==> src/include/scfg_defines.svh <==
// Constants for the serial configuration command engine.
// Assumes a 200 MHz clock and a byte-wide receive/transmit stream.
`ifndef SCFG_DEFINES_SVH
`define SCFG_DEFINES_SVH

`define CH_STX            8'h02
`define CH_ETX            8'h03
`define CH_ACK            8'h06
`define CH_NAK            8'h15
`define CH_ZERO           8'h30
`define CH_NINE           8'h39
`define CMD_PROG          24'h999999
`define CMD_DEFAULTS      24'h999998
`define CLK_HZ            200000000
`define GAP_TIMEOUT_S     20
`define GAP_TIMEOUT_CYC   (64'(`GAP_TIMEOUT_S) * `CLK_HZ)
`define BEEP_MS           100
`define BEEP_CYC          (`BEEP_MS * (`CLK_HZ / 1000))
`define FLASH_MS          250
`define FLASH_CYC         (`FLASH_MS * (`CLK_HZ / 1000))
`define DEF_BAUD          4'h3
`define DEF_PARITY        3'h3
`define DEF_STOP          2'h2
`define DEF_DATA          4'h7
`define DEF_TONE          3'h0
`define REG_CTRL          4'h0
`define REG_STATUS        4'h4
`define REG_SERIAL        4'h8
`define REG_LAST          4'hC
`define PAT_NONE          3'h0
`define PAT_ONE           3'h1
`define PAT_THREE         3'h2
`define PAT_LONG          3'h3
`define PAT_RAZZ          3'h4
`define PAT_RAZZ2         3'h5
`define PAT_ONECODE       3'h6

`endif

==> src/include/scfg_pkg.sv <==
// Types shared by the command engine and its indicator sequencer.
// Assumes the defines header is on the include path.
`default_nettype none
package scfg_pkg;
    typedef struct packed {
        logic [3:0] baud;
        logic [2:0] parity;
        logic [1:0] stop;
        logic [3:0] data_bits;
    } serial_cfg_t;

    typedef enum logic [1:0] {
        FAULT_NONE,
        FAULT_LASER,
        FAULT_MOTOR,
        FAULT_MEM
    } fault_t;

    typedef struct packed {
        logic       valid;
        logic [2:0] pattern;
    } beep_req_t;
endpackage
`default_nettype wire

==> src/rtl/indicator_seq.sv <==
// Beeper pattern sequencer: plays a requested count of beeps.
// Assumes a one-cycle request; a new request replaces the current one.
`include "scfg_defines.svh"
`default_nettype none
module indicator_seq #(
    parameter int BEEP_CYC = `BEEP_CYC
) (
    // Clock and reset
    input  wire logic                clk,
    input  wire logic                rstn,
    // Request
    input  wire scfg_pkg::beep_req_t req,
    input  wire logic [2:0]          tone_sel,
    // Outputs
    output logic                     beep_on,
    output logic [2:0]               tone,
    output logic                     busy
);
    initial begin
        if (BEEP_CYC < 2) $error("BEEP_CYC too small");
    end

    typedef struct packed {
        logic [31:0] cnt;
        logic [3:0]  phase;
        logic [3:0]  last;
        logic [2:0]  pat;
        logic        on;
        logic [2:0]  tone;
    } seq_t;

    seq_t s_r;
    seq_t s_nxt;

    always_comb begin
        s_nxt = s_r;
        if (req.valid) begin
            s_nxt.pat   = req.pattern;
            s_nxt.cnt   = '0;
            s_nxt.phase = '0;
            unique case (req.pattern)
                `PAT_ONE:     s_nxt.last = 4'h0;
                `PAT_THREE:   s_nxt.last = 4'h4;
                `PAT_LONG:    s_nxt.last = 4'h3;
                `PAT_RAZZ:    s_nxt.last = 4'h0;
                `PAT_RAZZ2:   s_nxt.last = 4'h2;
                `PAT_ONECODE: s_nxt.last = 4'hA;
                default:      s_nxt.last = 4'h0;
            endcase
        end else if (s_r.pat != `PAT_NONE) begin
            if (s_r.cnt == 32'(BEEP_CYC - 1)) begin
                s_nxt.cnt = '0;
                if (s_r.phase == s_r.last) begin
                    s_nxt.pat = `PAT_NONE;
                end else begin
                    s_nxt.phase = s_r.phase + 4'h1;
                end
            end else begin
                s_nxt.cnt = s_r.cnt + 32'h1;
            end
        end
        // Even phases sound; long beep holds through all phases
        s_nxt.on   = 1'b0;
        s_nxt.tone = tone_sel;
        unique case (s_nxt.pat)
            `PAT_NONE:  s_nxt.on = 1'b0;
            `PAT_LONG:  s_nxt.on = 1'b1;
            `PAT_RAZZ, `PAT_RAZZ2: begin
                s_nxt.on   = ~s_nxt.phase[0];
                s_nxt.tone = 3'h7;
            end
            `PAT_ONECODE: begin
                // Three beeps, pause, then high and low tones
                s_nxt.on = ~s_nxt.phase[0] && (s_nxt.phase != 4'h6);
                if (s_nxt.phase == 4'h8) s_nxt.tone = 3'h5;
                if (s_nxt.phase == 4'hA) s_nxt.tone = 3'h6;
            end
            default:    s_nxt.on = ~s_nxt.phase[0];
        endcase
        // Silent setting suppresses all but the error tone and the one-code tones 5 and 6
        if (tone_sel == 3'h7 && s_nxt.tone == tone_sel && s_nxt.pat != `PAT_RAZZ
            && s_nxt.pat != `PAT_RAZZ2) begin
            s_nxt.on = 1'b0;
        end
    end

    always_ff @(posedge clk or negedge rstn) begin
        if (!rstn) begin
            s_r <= '0;
        end else begin
            s_r <= s_nxt;
        end
    end

    assign beep_on = s_r.on;
    assign tone    = s_r.tone;
    assign busy    = (s_r.pat != `PAT_NONE);
endmodule
`default_nettype wire

==> src/rtl/serial_config_command_engine.sv <==
// Serial configuration command interpreter with LED and beeper control.
// Assumes byte streams from a UART outside; settings registers over Avalon-MM.
//
// Decided for this implementation: the register addresses and register access over Avalon-MM.
`include "scfg_defines.svh"
`default_nettype none
module serial_config_command_engine #(
    parameter longint GAP_CYC   = `GAP_TIMEOUT_CYC,
    parameter int     FLASH_CYC = `FLASH_CYC,
    parameter int     BEEP_CYC  = `BEEP_CYC,
    parameter int     MAX_DIG   = 6
) (
    // Clock and reset
    input  wire logic                  clk,
    input  wire logic                  rstn,
    // Receive byte stream
    input  wire logic                  rx_valid,
    input  wire logic [7:0]            rx_data,
    // Transmit byte stream
    output logic                       tx_valid,
    output logic [7:0]                 tx_data,
    input  wire logic                  tx_ready,
    // Serial port settings in force
    output scfg_pkg::serial_cfg_t      serial_cfg,
    // Scan engine
    input  wire logic                  read_ok,
    input  wire logic                  read_bad,
    input  wire logic                  host_not_ready,
    input  wire logic                  data_pending,
    input  wire logic                  laser_active,
    input  wire logic                  comm_timeout,
    input  wire logic                  selftest_done,
    input  wire scfg_pkg::fault_t      fault,
    input  wire logic                  elec_fault,
    output logic                       motor_laser_en,
    output logic                       decode_en,
    // Indicators
    output logic                       led_green,
    output logic                       led_red,
    output logic                       beep_on,
    output logic [2:0]                 beep_tone,
    // Avalon-MM slave
    input  wire logic [3:0]            avs_address,
    input  wire logic                  avs_read,
    input  wire logic                  avs_write,
    input  wire logic [31:0]           avs_writedata,
    output logic [31:0]                avs_readdata,
    output logic                       avs_waitrequest
);
    initial begin
        if (MAX_DIG != 6) $error("MAX_DIG must be 6");
        if (GAP_CYC < 2 || GAP_CYC > 64'hFFFF_FFFF || FLASH_CYC < 2) $error("timing out of range");
    end

    typedef enum logic [2:0] {
        PS_GREEN, PS_BEEP, PS_RUN, PS_FAULT
    } pwr_t;

    typedef struct packed {
        logic                  in_frame;
        logic                  bad_char;
        logic [3:0]            ndig;
        logic [23:0]           digits;
        logic                  prog;
        logic [1:0]            follow;
        logic [31:0]           gap_cnt;
        logic                  tx_pend;
        logic [7:0]            tx_byte;
        scfg_pkg::serial_cfg_t live_cfg;
        scfg_pkg::serial_cfg_t pend_cfg;
        logic [2:0]            tone_sel;
        logic                  beep_en;
        logic                  timeout_beep;
        logic [23:0]           last_cmd;
        logic                  cfg_load;
        pwr_t                  pwr;
        logic [31:0]           flash_cnt;
        logic                  flash_ph;
        logic                  red_pulse;
        logic                  rd_ack;
        logic [31:0]           rdata;
    } state_t;

    state_t s_r;
    state_t s_nxt;
    scfg_pkg::beep_req_t bq;
    logic seq_busy;

    function automatic logic is_digit(input logic [7:0] c);
        return (c >= `CH_ZERO) && (c <= `CH_NINE);
    endfunction

    // Known command codes: session codes plus six-digit settings; the
    // meaning of each setting code is outside this block
    function automatic logic known_code(input logic [3:0] n, input logic [1:0] fol);
        if (n == 4'h1) return fol != 2'h0;
        return n == 4'(MAX_DIG);
    endfunction

    function automatic scfg_pkg::serial_cfg_t default_cfg();
        scfg_pkg::serial_cfg_t c;
        c.baud      = `DEF_BAUD;
        c.parity    = `DEF_PARITY;
        c.stop      = `DEF_STOP;
        c.data_bits = `DEF_DATA;
        return c;
    endfunction

    logic       frame_end;
    logic       frame_ok;
    logic       bus_req;

    assign frame_end = rx_valid && s_r.in_frame && (rx_data == `CH_ETX);
    assign frame_ok  = !s_r.bad_char && (s_r.ndig != 4'h0)
                       && known_code(s_r.ndig, s_r.follow);
    assign bus_req   = avs_read || avs_write;

    always_comb begin
        s_nxt           = s_r;
        bq              = '0;
        s_nxt.red_pulse = 1'b0;
        s_nxt.rd_ack    = 1'b0;

        // ****************************************************
        // Frame assembly
        // ****************************************************
        if (rx_valid) begin
            if (rx_data == `CH_STX) begin
                s_nxt.in_frame = 1'b1;
                s_nxt.bad_char = 1'b0;
                s_nxt.ndig     = '0;
                s_nxt.digits   = '0;
            end else if (s_r.in_frame && rx_data != `CH_ETX) begin
                if (!is_digit(rx_data) || s_r.ndig == 4'(MAX_DIG)) begin
                    s_nxt.bad_char = 1'b1;
                end else begin
                    s_nxt.ndig   = s_r.ndig + 4'h1;
                    s_nxt.digits = {s_r.digits[19:0], rx_data[3:0]};
                end
            end
        end

        // ****************************************************
        // Command execution
        // ****************************************************
        // Clear first so a new reply in the same cycle wins
        if (s_r.tx_pend && tx_ready) begin
            s_nxt.tx_pend = 1'b0;
        end
        if (s_r.prog && s_r.gap_cnt != '0) begin
            s_nxt.gap_cnt = s_r.gap_cnt - 32'h1;
        end
        if (frame_end) begin
            s_nxt.in_frame = 1'b0;
            s_nxt.tx_pend  = 1'b1;
            s_nxt.gap_cnt  = 32'(GAP_CYC);
            s_nxt.last_cmd = s_r.digits;
            if (!s_r.prog) begin
                if (frame_ok && s_r.ndig == 4'h6 && s_r.digits == `CMD_PROG) begin
                    s_nxt.prog     = 1'b1;
                    s_nxt.tx_byte  = `CH_ACK;
                    s_nxt.pend_cfg = s_r.live_cfg;
                    bq             = '{valid: 1'b1, pattern: `PAT_THREE};
                end else begin
                    s_nxt.tx_byte = `CH_NAK;
                end
            end else if (!frame_ok) begin
                s_nxt.tx_byte = `CH_NAK;
                s_nxt.prog    = 1'b0;
                s_nxt.follow  = '0;
                bq            = '{valid: 1'b1, pattern: `PAT_THREE};
            end else begin
                s_nxt.tx_byte = `CH_ACK;
                if (s_r.ndig == 4'h1) begin
                    s_nxt.follow = s_r.follow - 2'h1;
                end else if (s_r.digits == `CMD_PROG) begin
                    s_nxt.prog     = 1'b0;
                    s_nxt.follow   = '0;
                    s_nxt.live_cfg = s_r.pend_cfg;
                    bq             = '{valid: 1'b1, pattern: `PAT_LONG};
                end else if (s_r.digits == `CMD_DEFAULTS) begin
                    s_nxt.pend_cfg = default_cfg();
                    s_nxt.tone_sel = `DEF_TONE;
                    s_nxt.beep_en  = 1'b1;
                end else if (s_r.digits[23:20] == 4'h9) begin
                    s_nxt.follow = 2'h3;
                end
            end
        end else if (s_r.prog && s_r.gap_cnt == 32'h1) begin
            s_nxt.prog    = 1'b0;
            s_nxt.follow  = '0;
            s_nxt.tx_pend = 1'b1;
            s_nxt.tx_byte = `CH_NAK;
            bq            = '{valid: 1'b1, pattern: `PAT_THREE};
        end

        // ****************************************************
        // Power-up, reads and indications
        // ****************************************************
        unique case (s_r.pwr)
            PS_GREEN: begin
                if (selftest_done) begin
                    if (elec_fault || fault != scfg_pkg::FAULT_NONE) begin
                        s_nxt.pwr = PS_FAULT;
                        unique case (fault)
                            scfg_pkg::FAULT_LASER: bq = '{1'b1, `PAT_RAZZ};
                            scfg_pkg::FAULT_MOTOR: bq = '{1'b1, `PAT_RAZZ2};
                            scfg_pkg::FAULT_MEM:   bq = '{1'b1, `PAT_THREE};
                            scfg_pkg::FAULT_NONE:  bq = '{1'b1, `PAT_LONG};
                        endcase
                    end else begin
                        s_nxt.pwr = PS_BEEP;
                        bq        = '{valid: 1'b1, pattern: `PAT_ONE};
                    end
                end
            end
            PS_BEEP:  if (s_r.cfg_load && !seq_busy) s_nxt.pwr = PS_RUN;
            PS_RUN: begin
                if (!s_r.prog && read_ok) begin
                    s_nxt.red_pulse = 1'b1;
                    if (s_r.beep_en) bq = '{valid: 1'b1, pattern: `PAT_ONE};
                end else if (s_r.prog && read_bad) begin
                    bq = '{valid: 1'b1, pattern: `PAT_RAZZ};
                end else if (!s_r.prog && comm_timeout && s_r.timeout_beep) begin
                    bq = '{valid: 1'b1, pattern: `PAT_THREE};
                end
            end
            PS_FAULT: begin
                if (elec_fault && !seq_busy) bq = '{valid: 1'b1, pattern: `PAT_LONG};
            end
        endcase
        s_nxt.cfg_load = (s_r.pwr == PS_BEEP);
        if (s_r.flash_cnt == 32'(FLASH_CYC - 1)) begin
            s_nxt.flash_cnt = '0;
            s_nxt.flash_ph  = ~s_r.flash_ph;
        end else begin
            s_nxt.flash_cnt = s_r.flash_cnt + 32'h1;
        end

        // ****************************************************
        // Register access
        // ****************************************************
        if (bus_req && !s_r.rd_ack) begin
            s_nxt.rd_ack = 1'b1;
            unique case (avs_address)
                `REG_CTRL:   s_nxt.rdata = {26'h0, s_r.timeout_beep, s_r.beep_en,
                                             1'b0, s_r.tone_sel};
                `REG_STATUS: s_nxt.rdata = {24'h0, 2'(s_r.pwr), s_r.follow,
                                             2'h0, s_r.tx_pend, s_r.prog};
                `REG_SERIAL: s_nxt.rdata = {19'h0, s_r.live_cfg};
                `REG_LAST:   s_nxt.rdata = {8'h0, s_r.last_cmd};
                default:     s_nxt.rdata = '0;
            endcase
        end
        // Commit on the accepting edge, when waitrequest is low
        if (avs_write && s_r.rd_ack && avs_address == `REG_CTRL) begin
            s_nxt.tone_sel     = avs_writedata[2:0];
            s_nxt.beep_en      = avs_writedata[4];
            s_nxt.timeout_beep = avs_writedata[5];
        end
    end

    always_ff @(posedge clk or negedge rstn) begin
        if (!rstn) begin
            s_r          <= '0;
            s_r.live_cfg <= default_cfg();
            s_r.pend_cfg <= default_cfg();
            s_r.tone_sel <= `DEF_TONE;
            s_r.beep_en  <= 1'b1;
            s_r.pwr      <= PS_GREEN;
        end else begin
            s_r <= s_nxt;
        end
    end

    indicator_seq #(
        .BEEP_CYC (BEEP_CYC)
    ) u_seq (
        .clk      (clk),
        .rstn     (rstn),
        .req      (bq),
        .tone_sel (s_r.tone_sel),
        .beep_on  (beep_on),
        .tone     (beep_tone),
        .busy     (seq_busy)
    );

    // ****************************************************
    // Outputs
    // ****************************************************
    assign tx_valid        = s_r.tx_pend;
    assign tx_data         = s_r.tx_byte;
    assign serial_cfg      = s_r.live_cfg;
    assign motor_laser_en  = (s_r.pwr == PS_RUN);
    assign decode_en       = (s_r.pwr == PS_RUN) && !s_r.prog;
    assign avs_readdata    = s_r.rdata;
    assign avs_waitrequest = bus_req && !s_r.rd_ack;

    always_comb begin
        led_green = 1'b0;
        led_red   = 1'b0;
        unique case (s_r.pwr)
            PS_GREEN: led_green = 1'b1;
            PS_BEEP: begin
                led_green = 1'b1;
                led_red   = seq_busy;
            end
            PS_RUN: begin
                led_green = laser_active;
                led_red   = s_r.red_pulse || (s_r.prog && s_r.flash_ph)
                            || (host_not_ready && data_pending);
            end
            PS_FAULT: begin
                led_green = (fault == scfg_pkg::FAULT_LASER
                             || fault == scfg_pkg::FAULT_MOTOR) && s_r.flash_ph;
                led_red   = (fault == scfg_pkg::FAULT_MOTOR) && s_r.flash_ph;
            end
        endcase
    end
endmodule
`default_nettype wire

==> config.mk <==
export PLATFORM = sky130hd
export DESIGN_NAME = serial_config_command_engine
export DESIGN_NICKNAME = d
export VERILOG_FILES = /design/src/include/scfg_pkg.sv /design/src/rtl/indicator_seq.sv /design/src/rtl/serial_config_command_engine.sv
export VERILOG_INCLUDE_DIRS = /design/src /design/src/include
export SDC_FILE = /design/constraint.sdc
export NUM_CORES = 1
export LEC_CHECK = 0
export ABC_AREA = 1
export ABC_CLOCK_PERIOD_IN_PS = 7050
export BUFFER_PORTS_ARGS = -buffer_cell sky130_fd_sc_hd__buf_2
export CAP_MARGIN = 20
export CORE_AREA = 5 5 151 168
export DETAILED_ROUTE_END_ITERATION = 16
export DIE_AREA = 0 0 156 173
export HOLD_SLACK_MARGIN = 0.1
export MAX_ROUTING_LAYER = met4
export PLACE_DENSITY_LB_ADDON = 0.1
export SYNTH_ARGS = -nofsm -noshare
export SYNTH_HDL_FRONTEND = slang
export SYNTH_SLANG_ARGS = --single-unit
==> constraint.sdc <==
create_clock -name clk -period 7.05 [get_ports clk]
set_input_delay 0.3525 -clock clk [delete_from_list [all_inputs] [get_ports clk]]
set_output_delay 0.3525 -clock clk [all_outputs]
set_load 0.01 [all_outputs]
# Word level (Yosys, flattened, before mapping)
# Cells that the tools add are included.
# totals
out_inout_bits,63
wordCells,247
reg_bits,247
# op_classes
add_sub_neg,6
muxes,81
n_eq_ne,48
bitwise_logic,3
reduce_logical,73
n_lt_le_gt_ge,2
# op_table
cell,n
$mux W32,4
$pmux W24 S4,1
$mux W36,2
$mux W4,18
$mux W17,4
$add A32 B1 Y32 const B,2
$mux W29,2
$eq A24 B24 Y1 const B,2
$mux W3,11
$mux W33,1
$eq A32 B1 Y1 const B,1
$eq A32 B25 Y1 const B,1
$eq A32 B26 Y1 const B,1
$pmux W4 S4,2
$reduce_bool A32 Y1,1
$sub A32 B1 Y32 const B,1
$mux W30,1
$reduce_bool A2 Y1,15
$logic_and A1 B1 Y1,29
$mux W28,1
$mux W13,2
$eq A4 B4 Y1 const B,5
$eq A3 B3 Y1 const B,6
$mux W9,2
other kinds (41),98

# Depth between registers and ports, before layout
# Gate-level depths: netlist of run 1.
# logic_depth
depth_word,23
depth_mapped,22
depth_no_buf,22

# Cells and area by module
# Synthesis of run 1 repeated with hierarchy kept, for this count alone.
# hier_totals
hier_cells,1660
area_unflattened_um2,13007.5
# modules_own_cells
module,seq_area_each_um2,instances,cells_per_inst,area_per_inst_um2
serial_config_command_engine,4675.7,1,1239,9938.3
indicator_seq,1176.1,1,421,3069.2

# Least setup slack after synthesis of run 1
# No wires, ideal clock.
# synth_timing
kind,register to register
from,register s_r[195] in the netlist's numbering
to,register u_seq.s_r (netlist bit u_seq.tone[0])
period_less_slack_ns,2.208
path_slack_ns,4.842
t_required_ns,6.937
t_arrival_ns,2.095
setup_time_ns,0.113
path_stages_with_launch,20
path_buffers,0
cell_sequence,dfrtp_1 inv_1 ha_1 nand3_2 nand2_1 nand2_1 nor2_4 nand3_2 nand2_2 nand3_1 nand2_2 nand3_2 nand2_4 nand2_1 nand2_2 nand2_1 nor2_2 nand3_1 nand2_1 inv_1
# synth_lines
item,line_no,source
from (decl),serial_config_command_engine.sv:84,state_t s_r;
from (signal assigned),serial_config_command_engine.sv:272,s_r <= s_nxt;
to (signal assigned),indicator_seq.sv:91,s_r <= s_nxt;
to (decl),indicator_seq.sv:32,seq_t s_r;

# Final worst setup path of run 1
# layout_timing
from,input rx_data[0]
to,register u_seq.s_r[37] in the netlist's numbering
# layout_between
elab_chain_cells,8
word_cells_on_any_way,12
classes_between,1 x eq/ne; 9 x mux; 2 x reduce/logical
# layout_rtl
item,line_no,source
from (decl),serial_config_command_engine.sv:18,"input wire logic [7:0] rx_data,"
$eq A8 B2 Y1 (no line) (*),--,
$logic_and A1 B1 Y1 (*),serial_config_command_engine.sv:113,assign frame_end = rx_valid && s_r.in_frame && (rx_data == `CH_ETX);
$mux W4 (*),serial_config_command_engine.sv:153,if (frame_end) begin
$mux W4,serial_config_command_engine.sv:224,end else if (!s_r.prog && comm_timeout && s_r.timeout_beep) begin
$mux W4,serial_config_command_engine.sv:222,end else if (s_r.prog && read_bad) begin
$mux W4,serial_config_command_engine.sv:219,if (!s_r.prog && read_ok) begin
$pmux W4 S3 (*),serial_config_command_engine.sv:200,unique case (s_r.pwr)
$mux W36 or $reduce_bool A2 Y1 (tied branches),--,
# Mark *: on every way between the ends. The rest lies on a longest branch, timed or not.
# A chain may end at the register's enable or synchronous reset.

==> results of run 1 <==
==> worst max-delay path, cell delays in order <==
cell           delay (ns)
dlygate4sd3_1        0.52
buf_2                0.12
nand2_1              0.06
nor2_2               0.16
nand3_4              0.44
nor2_1               0.29
inv_1                0.11
nand2_2              0.10
nand2_2              0.10
nand3_1              0.10
nand2_2              0.07
nand3_2              0.12
nand2_4              0.22
nand2_1              0.67
o21ai_0              0.19
==> cell type report <==
type / instances / area [um^2]
inverter: 243 / 912
clock inverter: 6 / 57.6
tap: 305 / 382
antenna: 1 / 2.50
multi-input combinational: 1058 / 5370
fill: 2171 / 9470
sequential: 233 / 5850
timing repair buffer: 96 / 543
clock buffer: 41 / 810
==> kinds of logic (layout without fill, tap and decap cells) <==
kind of cell / after synthesis / after routing / synth area share
AO/OA/AOI/OAI: 249 / 249 / 0.110
XOR/XNOR: 21 / 21 / 0.0145
adder cells (fa/ha/maj): 13 / 13 / 0.0129
buffers and inverters: 331 / 386 / 0.117
flip-flops: 233 / 233 / 0.463
multiplexers: 1 / 1 / 0.000890
other: 1 / 13 / 0.000297
AND/OR/NAND/NOR: 762 / 762 / 0.282
==> through the flow <==
step                      worst slack [ns]  cells  instance area [um^2]
after floorplan                       4.84   1622                 12700
after global placement                3.69   1929                 13000
after detailed placement              3.64   1929                 13000
after CTS                             3.72   1981                 13900
after global routing                  3.39   1983                 13900
final                                 3.75   1983                 13900
==> Yosys cell counts, types with 6 or more instances <==
cell type  number
o32ai_1         6
o21ai_1        11
nor3_1         47
buf_2           7
inv_2          13
nand2_2        17
o21ai_0       113
dfstp_2        17
a21oi_1        53
o22ai_1        38
inv_1         229
xor2_1         20
buf_4          56
ha_1           13
nor2_2         29
clkbuf_1       22
nor2_1        139
nand3_2        10
nand4_1        40
nand3_1        66
nand2_1       355
nor4_1         19
nor3_2          7
dfrtp_1       216
==> flip-flops by register name, indices dropped and copies added, names as in the netlist <==
register and count:
s_r 145, u_seq.beep_on 1, u_seq.tone 3, u_seq.s_r 43, tx_data 3, avs_readdata 24, serial_cfg 13, tx_valid 1
==> layout by cell type, fill, tap and decap left out, drive strengths merged, types with 2 or more instances in the layout <==
cell type / instances
a211oi: 2
a21oi: 53
a221oi: 2
a22oi: 5
a31oi: 2
and3: 4
buf: 91
clkbuf: 41
clkinv: 5
conb: 12
dfrtp: 216
dfstp: 17
dlygate4sd3: 5
ha: 13
inv: 242
nand2: 374
nand3: 77
nand3b: 4
nand4: 42
nor2: 173
nor3: 56
nor3b: 3
nor4: 20
o211ai: 2
o21a: 4
o21ai: 125
o21bai: 2
o22ai: 38
o31ai: 5
o32ai: 6
or2: 4
or4: 2
xor2: 20
==> layer usage <==
metal | up-vias | global-route usage
li1 | 5272 | -
met1 | 4996 | 0.321
met2 | 231 | 0.349
met3 | 47 | 0.0358
met4 | 0 | 0.0511
met5 | - | -
==> repair_timing <==
action	CTS	global route
endpoints found under the hold margin	94	0
resized for setup	0	0
hold buffers	5	0
setup endpoints to repair	0	0
==> path summary, 6_finish.rpt <==
kind | start | to | slack [ns] | depth (start not counted)
min in group asynchronous | rstn | serial_cfg[8] | 0.42 | 2
max in group asynchronous | rstn | s_r[36] | 5.21 | 3
min reg2reg | s_r[35] | s_r[35] | 0.46 | 1
max | rx_data[0] | u_seq.s_r[37] | 3.75 | 15
min | rx_data[2] | s_r[172] | 0.13 | 3
max reg2reg | s_r[194] | u_seq.s_r[37] | 3.95 | 14
==> power by group through the flow <==
stage | clock, uW | sequential [uW] | combinational [uW]
detailed placement | 0 | 1710 | 813
global placement | 0 | 1700 | 794
finish | 1370 | 1690 | 815
global route | 1460 | 1710 | 932
CTS | 1390 | 1690 | 821
floorplan | 0 | 1670 | 628
==> impl_metrics.csv, run 1 <==
group,metric,value,unit
status,status,"finished clean",
sta,fmax,0.303,GHz
power,power,3870,uW
yosys,syn_area_per_cell,7.85,um^2
route,dr_wl_met3,1690,um
place,place.port_buffers,83,
clocking,htreeDepth,1,
floorplan,die_w,156,um
floorplan,row_count,59,
critical_path,path_class,"input pin to register",
sta,fin_setup_tns,0,ns
power,switchingPower,1260,uW
global_route,grt_use_total,0.227,
layout,synthToLayoutAreaGrowth,10.2,%
sta,finalHoldViolations,0,
clocking,cts_buffers,26,
route,drt_wl_total,30200,um
yosys,ys_types,58,
yosys,synth_area,0.0126,mm^2
floorplan,dieHeight,173,um
floorplan,io_pins,123,
sta,period_needed,3.30,ns
yosys,netlist_instances,1611,
clocking,tritoncts,"built",
clocking,clk_pin_slew,0.06,ns
clocking,clk_path_buf_depth,3,
sta,fin_crit_sh,0.468,
route,highest_layer,"met4",
sta,relSlewSlack,0.378,
global_route,antenna_found_initial,1,
global_route,grt_pass1_wl,50200,um
layout,nets,1731,
layout,fin_util,0.595,
power,p_leak,0.00687,uW
clocking,cts.sinks,233,
floorplan,start_util,0.540,
yosys,yosys_warnings,0,
power,max-vdd-ir-drop,0.178,mV
clocking,clockRootBuffer,"clkbuf_16",
route,dr.pass1.iters,6,
global_route,grt_max_degree,97,
global_route,overflow,0,
clocking,post-cts-setup-buffers,0,
hold_path,min_path_type,"input pin to register",
global_route,grt_pass1_vias,10100,
layout,layout-drive-gt1-share,0.147,
critical_path,cp-start-kind,"input pin",
route,ant_nets,0,
yosys,synth_area_leaders,"dfrtp_1 (43%), nand2_1 (11%), inv_1 (6.8%)",
yosys,yosys_register_bits,233,
sta,holdWs,0.131,ns
sta,finClkSkew,0.0102,ns
power,p_int,2620,uW
yosys,async_flop_share,1.00,
place,dp_hpwl,21300,um
yosys,synthFlopType,"dfrtp_1",
route,wl_met2,13800,um
route,routedWlPerCell,15.2,um
yosys,seq_area_frac_synth,0.463,
route,drt_iter0_drc,583,
route,m1WireLength,14100,um
place,gp_congestion,0.879,
sta,tightest_slew,0.928,ns
route,drc,0,
power,power_frac_seq,0.436,
route,vias_per_cell,5.32,
power,p_per_area,278,mW/mm^2
power,switching_share,0.324,
clocking,clock_latency,0.53,ns
yosys,synth_edf_count,0,
yosys,yosys.area.top_type_share,0.427,
floorplan,dieArea,0.0270,mm^2
sta,slew_violations,0,
sta,setup_viol,0,
critical_path,endpoint_kind,"register",
flow_run,cap_violations,0,
critical_path,cp_max_fo,53,
critical_path,critPathRequiredTime,7.42,ns
critical_path,crit_arrival,3.67,ns
yosys,synth_top_cell_by_area,"dfrtp_1",
route,vias,10500,
power,pwr-share-clk,0.353,
power,pwr-share-comb,0.210,
floorplan,core-area,0.0234,mm^2
sta,grt_setup_unrepaired,"false",
Note: power is estimated with default switching activity, not from simulation.
==> run 2, diff against run 1 <==
Settings changed: ABC_CLOCK_PERIOD_IN_PS 7050 to 2900, CORE_AREA 5 5 151 168 to 5 5 152 169, DIE_AREA 0 0 156 173 to 0 0 157 174.
Clock period 7.05 ns to 2.9 ns, I/O delays scaled along.
==> impl_metrics.csv, run 2 (synthesis gave the netlist of run 1 again) <==
group,metric,value,unit
status,status,"finished clean",
critical_path,crit_arrival,3.08,ns
layout,layout_commonest_cell,"nand2_1",
route,drt_wl_total,30700,um
place,pre_cts_slack,0.226,ns
layout,final_cell_mix,"nand2_1 (355), inv_1 (229), dfrtp_1 (216), nor2_1 (139), o21ai_0 (112)",
place,dp.cells,1950,
sta,fmax,0.374,GHz
route,highest_layer,"met4",
clocking,htreeDepth,1,
critical_path,cp_max_fo,9,
route,wl_met2,13600,um
route,vias,10800,
power,p_leak,0.00697,uW
global_route,grt_max_degree,90,
sta,finalHoldViolations,0,
layout,largest_register_ffs,145,
critical_path,cp_top_family,"simple AND/OR/NAND/NOR gates",
sta,tightest_slew,0.916,ns
critical_path,cp-start-kind,"register",
global_route,grt_use_total,0.231,
flow_run,cap_violations,0,
floorplan,dieArea,0.0273,mm^2
layout,top_register,"s_r",
critical_path,endpoint_kind,"register",
global_route,overflow,0,
global_route,grt_pass1_wl,51300,um
route,drc,0,
sta,setup_ws,0.227,ns
hold_path,min_path_type,"input pin to register",
layout,fillers,2207,
place,dp_hpwl,22100,um
sta,relSlewSlack,0.387,
floorplan,core-area,0.0239,mm^2
sta,fin_crit_sh,0.922,
critical_path,max_stage_delay,0.41,ns
layout,nets,1762,
clocking,tritoncts,"built",
floorplan,dieHeight,174,um
route,drt_iter0_drc,818,
route,dr_wl_met3,1870,um
clocking,clk_pin_slew,0.06,ns
clocking,cts.sinks,233,
route,m1WireLength,14600,um
layout,antennaDiodeCount,0,
layout,fin_cells,2019,
place,place.port_buffers,83,
floorplan,row_count,60,
clocking,clockRootBuffer,"clkbuf_16",
global_route,grt_pass1_vias,10500,
route,routedWlPerCell,15.2,um
critical_path,crit_chain,"inv_1 > ha_1 > nand3_2 > nand2_1 > nand2_1 > nor2_4 > buf_4 > inv_1 > nor2_1 > nand2_1 > o21ai_0 > o211ai_1 > inv_1 > o22ai_1",
critical_path,critPathBufInv,4,
sta,holdWs,0.116,ns
sta,slew_violations,0,
route,dr.pass1.iters,5,
sta,finClkSkew,0.0171,ns
sta,setup_viol,0,
clocking,clock_latency,0.54,ns
power,max-vdd-ir-drop,0.398,mV
critical_path,critPathRequiredTime,3.31,ns
critical_path,path_class,"register to register",
route,ant_nets,0,
place,gp_congestion,0.910,
floorplan,start_util,0.528,
layout,layout-drive-gt1-share,0.157,
clocking,cts_buffers,26,
power,p_per_area,660,mW/mm^2
layout,synthToLayoutAreaGrowth,12.3,%
sta,period_needed,2.67,ns
route,vias_per_cell,5.33,
global_route,antenna_found_initial,0,
clocking,clk_path_buf_depth,3,
floorplan,io_pins,123,
layout,fin_util,0.593,
floorplan,die_w,157,um
critical_path,slowest_stage,"dfrtp_1",
[run 2: per-layer routing]
metal | vias to the layer above | global-route usage
met4 | 0 | 0.0553
met3 | 58 | 0.0321
li1 | 5359 | -
met2 | 292 | 0.351
met5 | - | -
met1 | 5057 | 0.331
[run 2: worst register-to-register path, delay by kind of cell, from the launching register on]
| family | cells | cell delay (ns) |
|---|---|---|
| simple gates | 6 | 0.70 |
| flops | 1 | 0.41 |
| buf+inv | 4 | 0.61 |
| fa+ha+maj | 1 | 0.18 |
| compound gates | 3 | 0.65 |
[run 2: worst paths after layout]
path | from | endpoint | slack, ns | cells past startpoint
worst max-delay path | s_r[194] | s_r[111] | 0.23 | 14
worst min-delay path | rx_data[4] | s_r[195] | 0.12 | 7
worst max register to register | s_r[194] | s_r[111] | 0.23 | 14
worst min register to register | s_r[35] | s_r[35] | 0.47 | 1
max in group asynchronous | rstn | s_r[91] | 1.90 | 3
min in group asynchronous | rstn | serial_cfg[11] | 0.14 | 2
[run 2: what timing repair did]
item                       in CTS  in global routing
gates resized for setup         0                  6
buffers inserted                0                  5
hold buffers                   15                  0
hold endpoints to repair      154                  0
setup endpoints to repair       0                 10
[run 2: per-stage QoR]
| stage | cell area [um^2] | setup TNS, ns | total power, uW |
|---|---|---|---|
| floorplan | 12700 | 0 | 5580 |
| global placement | 13100 | 0 | 6130 |
| detailed placement | 13100 | 0 | 6180 |
| CTS | 14100 | 0 | 9410 |
| global route | 14200 | -0.0325 | 9960 |
| finish | 14200 | 0 | 9370 |
[run 2: cell type report]
type / instances / area [um^2] / share of cell area
inverters: 243 / 915 / 0.0644
flip-flops and latches: 233 / 5850 / 0.412
repair buffers: 126 / 827 / 0.0582
clock inverters: 10 / 103 / 0.00722
clock buffers: 38 / 716 / 0.0504
multi-input cells: 1059 / 5410 / 0.381
well taps: 310 / 388 / 0.0273
[run 2: where the power goes]
part | switching [uW] | internal, uW | total [uW] | leakage (uW)
combinational | 1360 | 719 | 2080 | 0.00363
sequential | 399 | 3720 | 4120 | 0.00296
clock | 1360 | 1810 | 3170 | 0.000380
total | 3120 | 6250 | 9370 | 0.00697
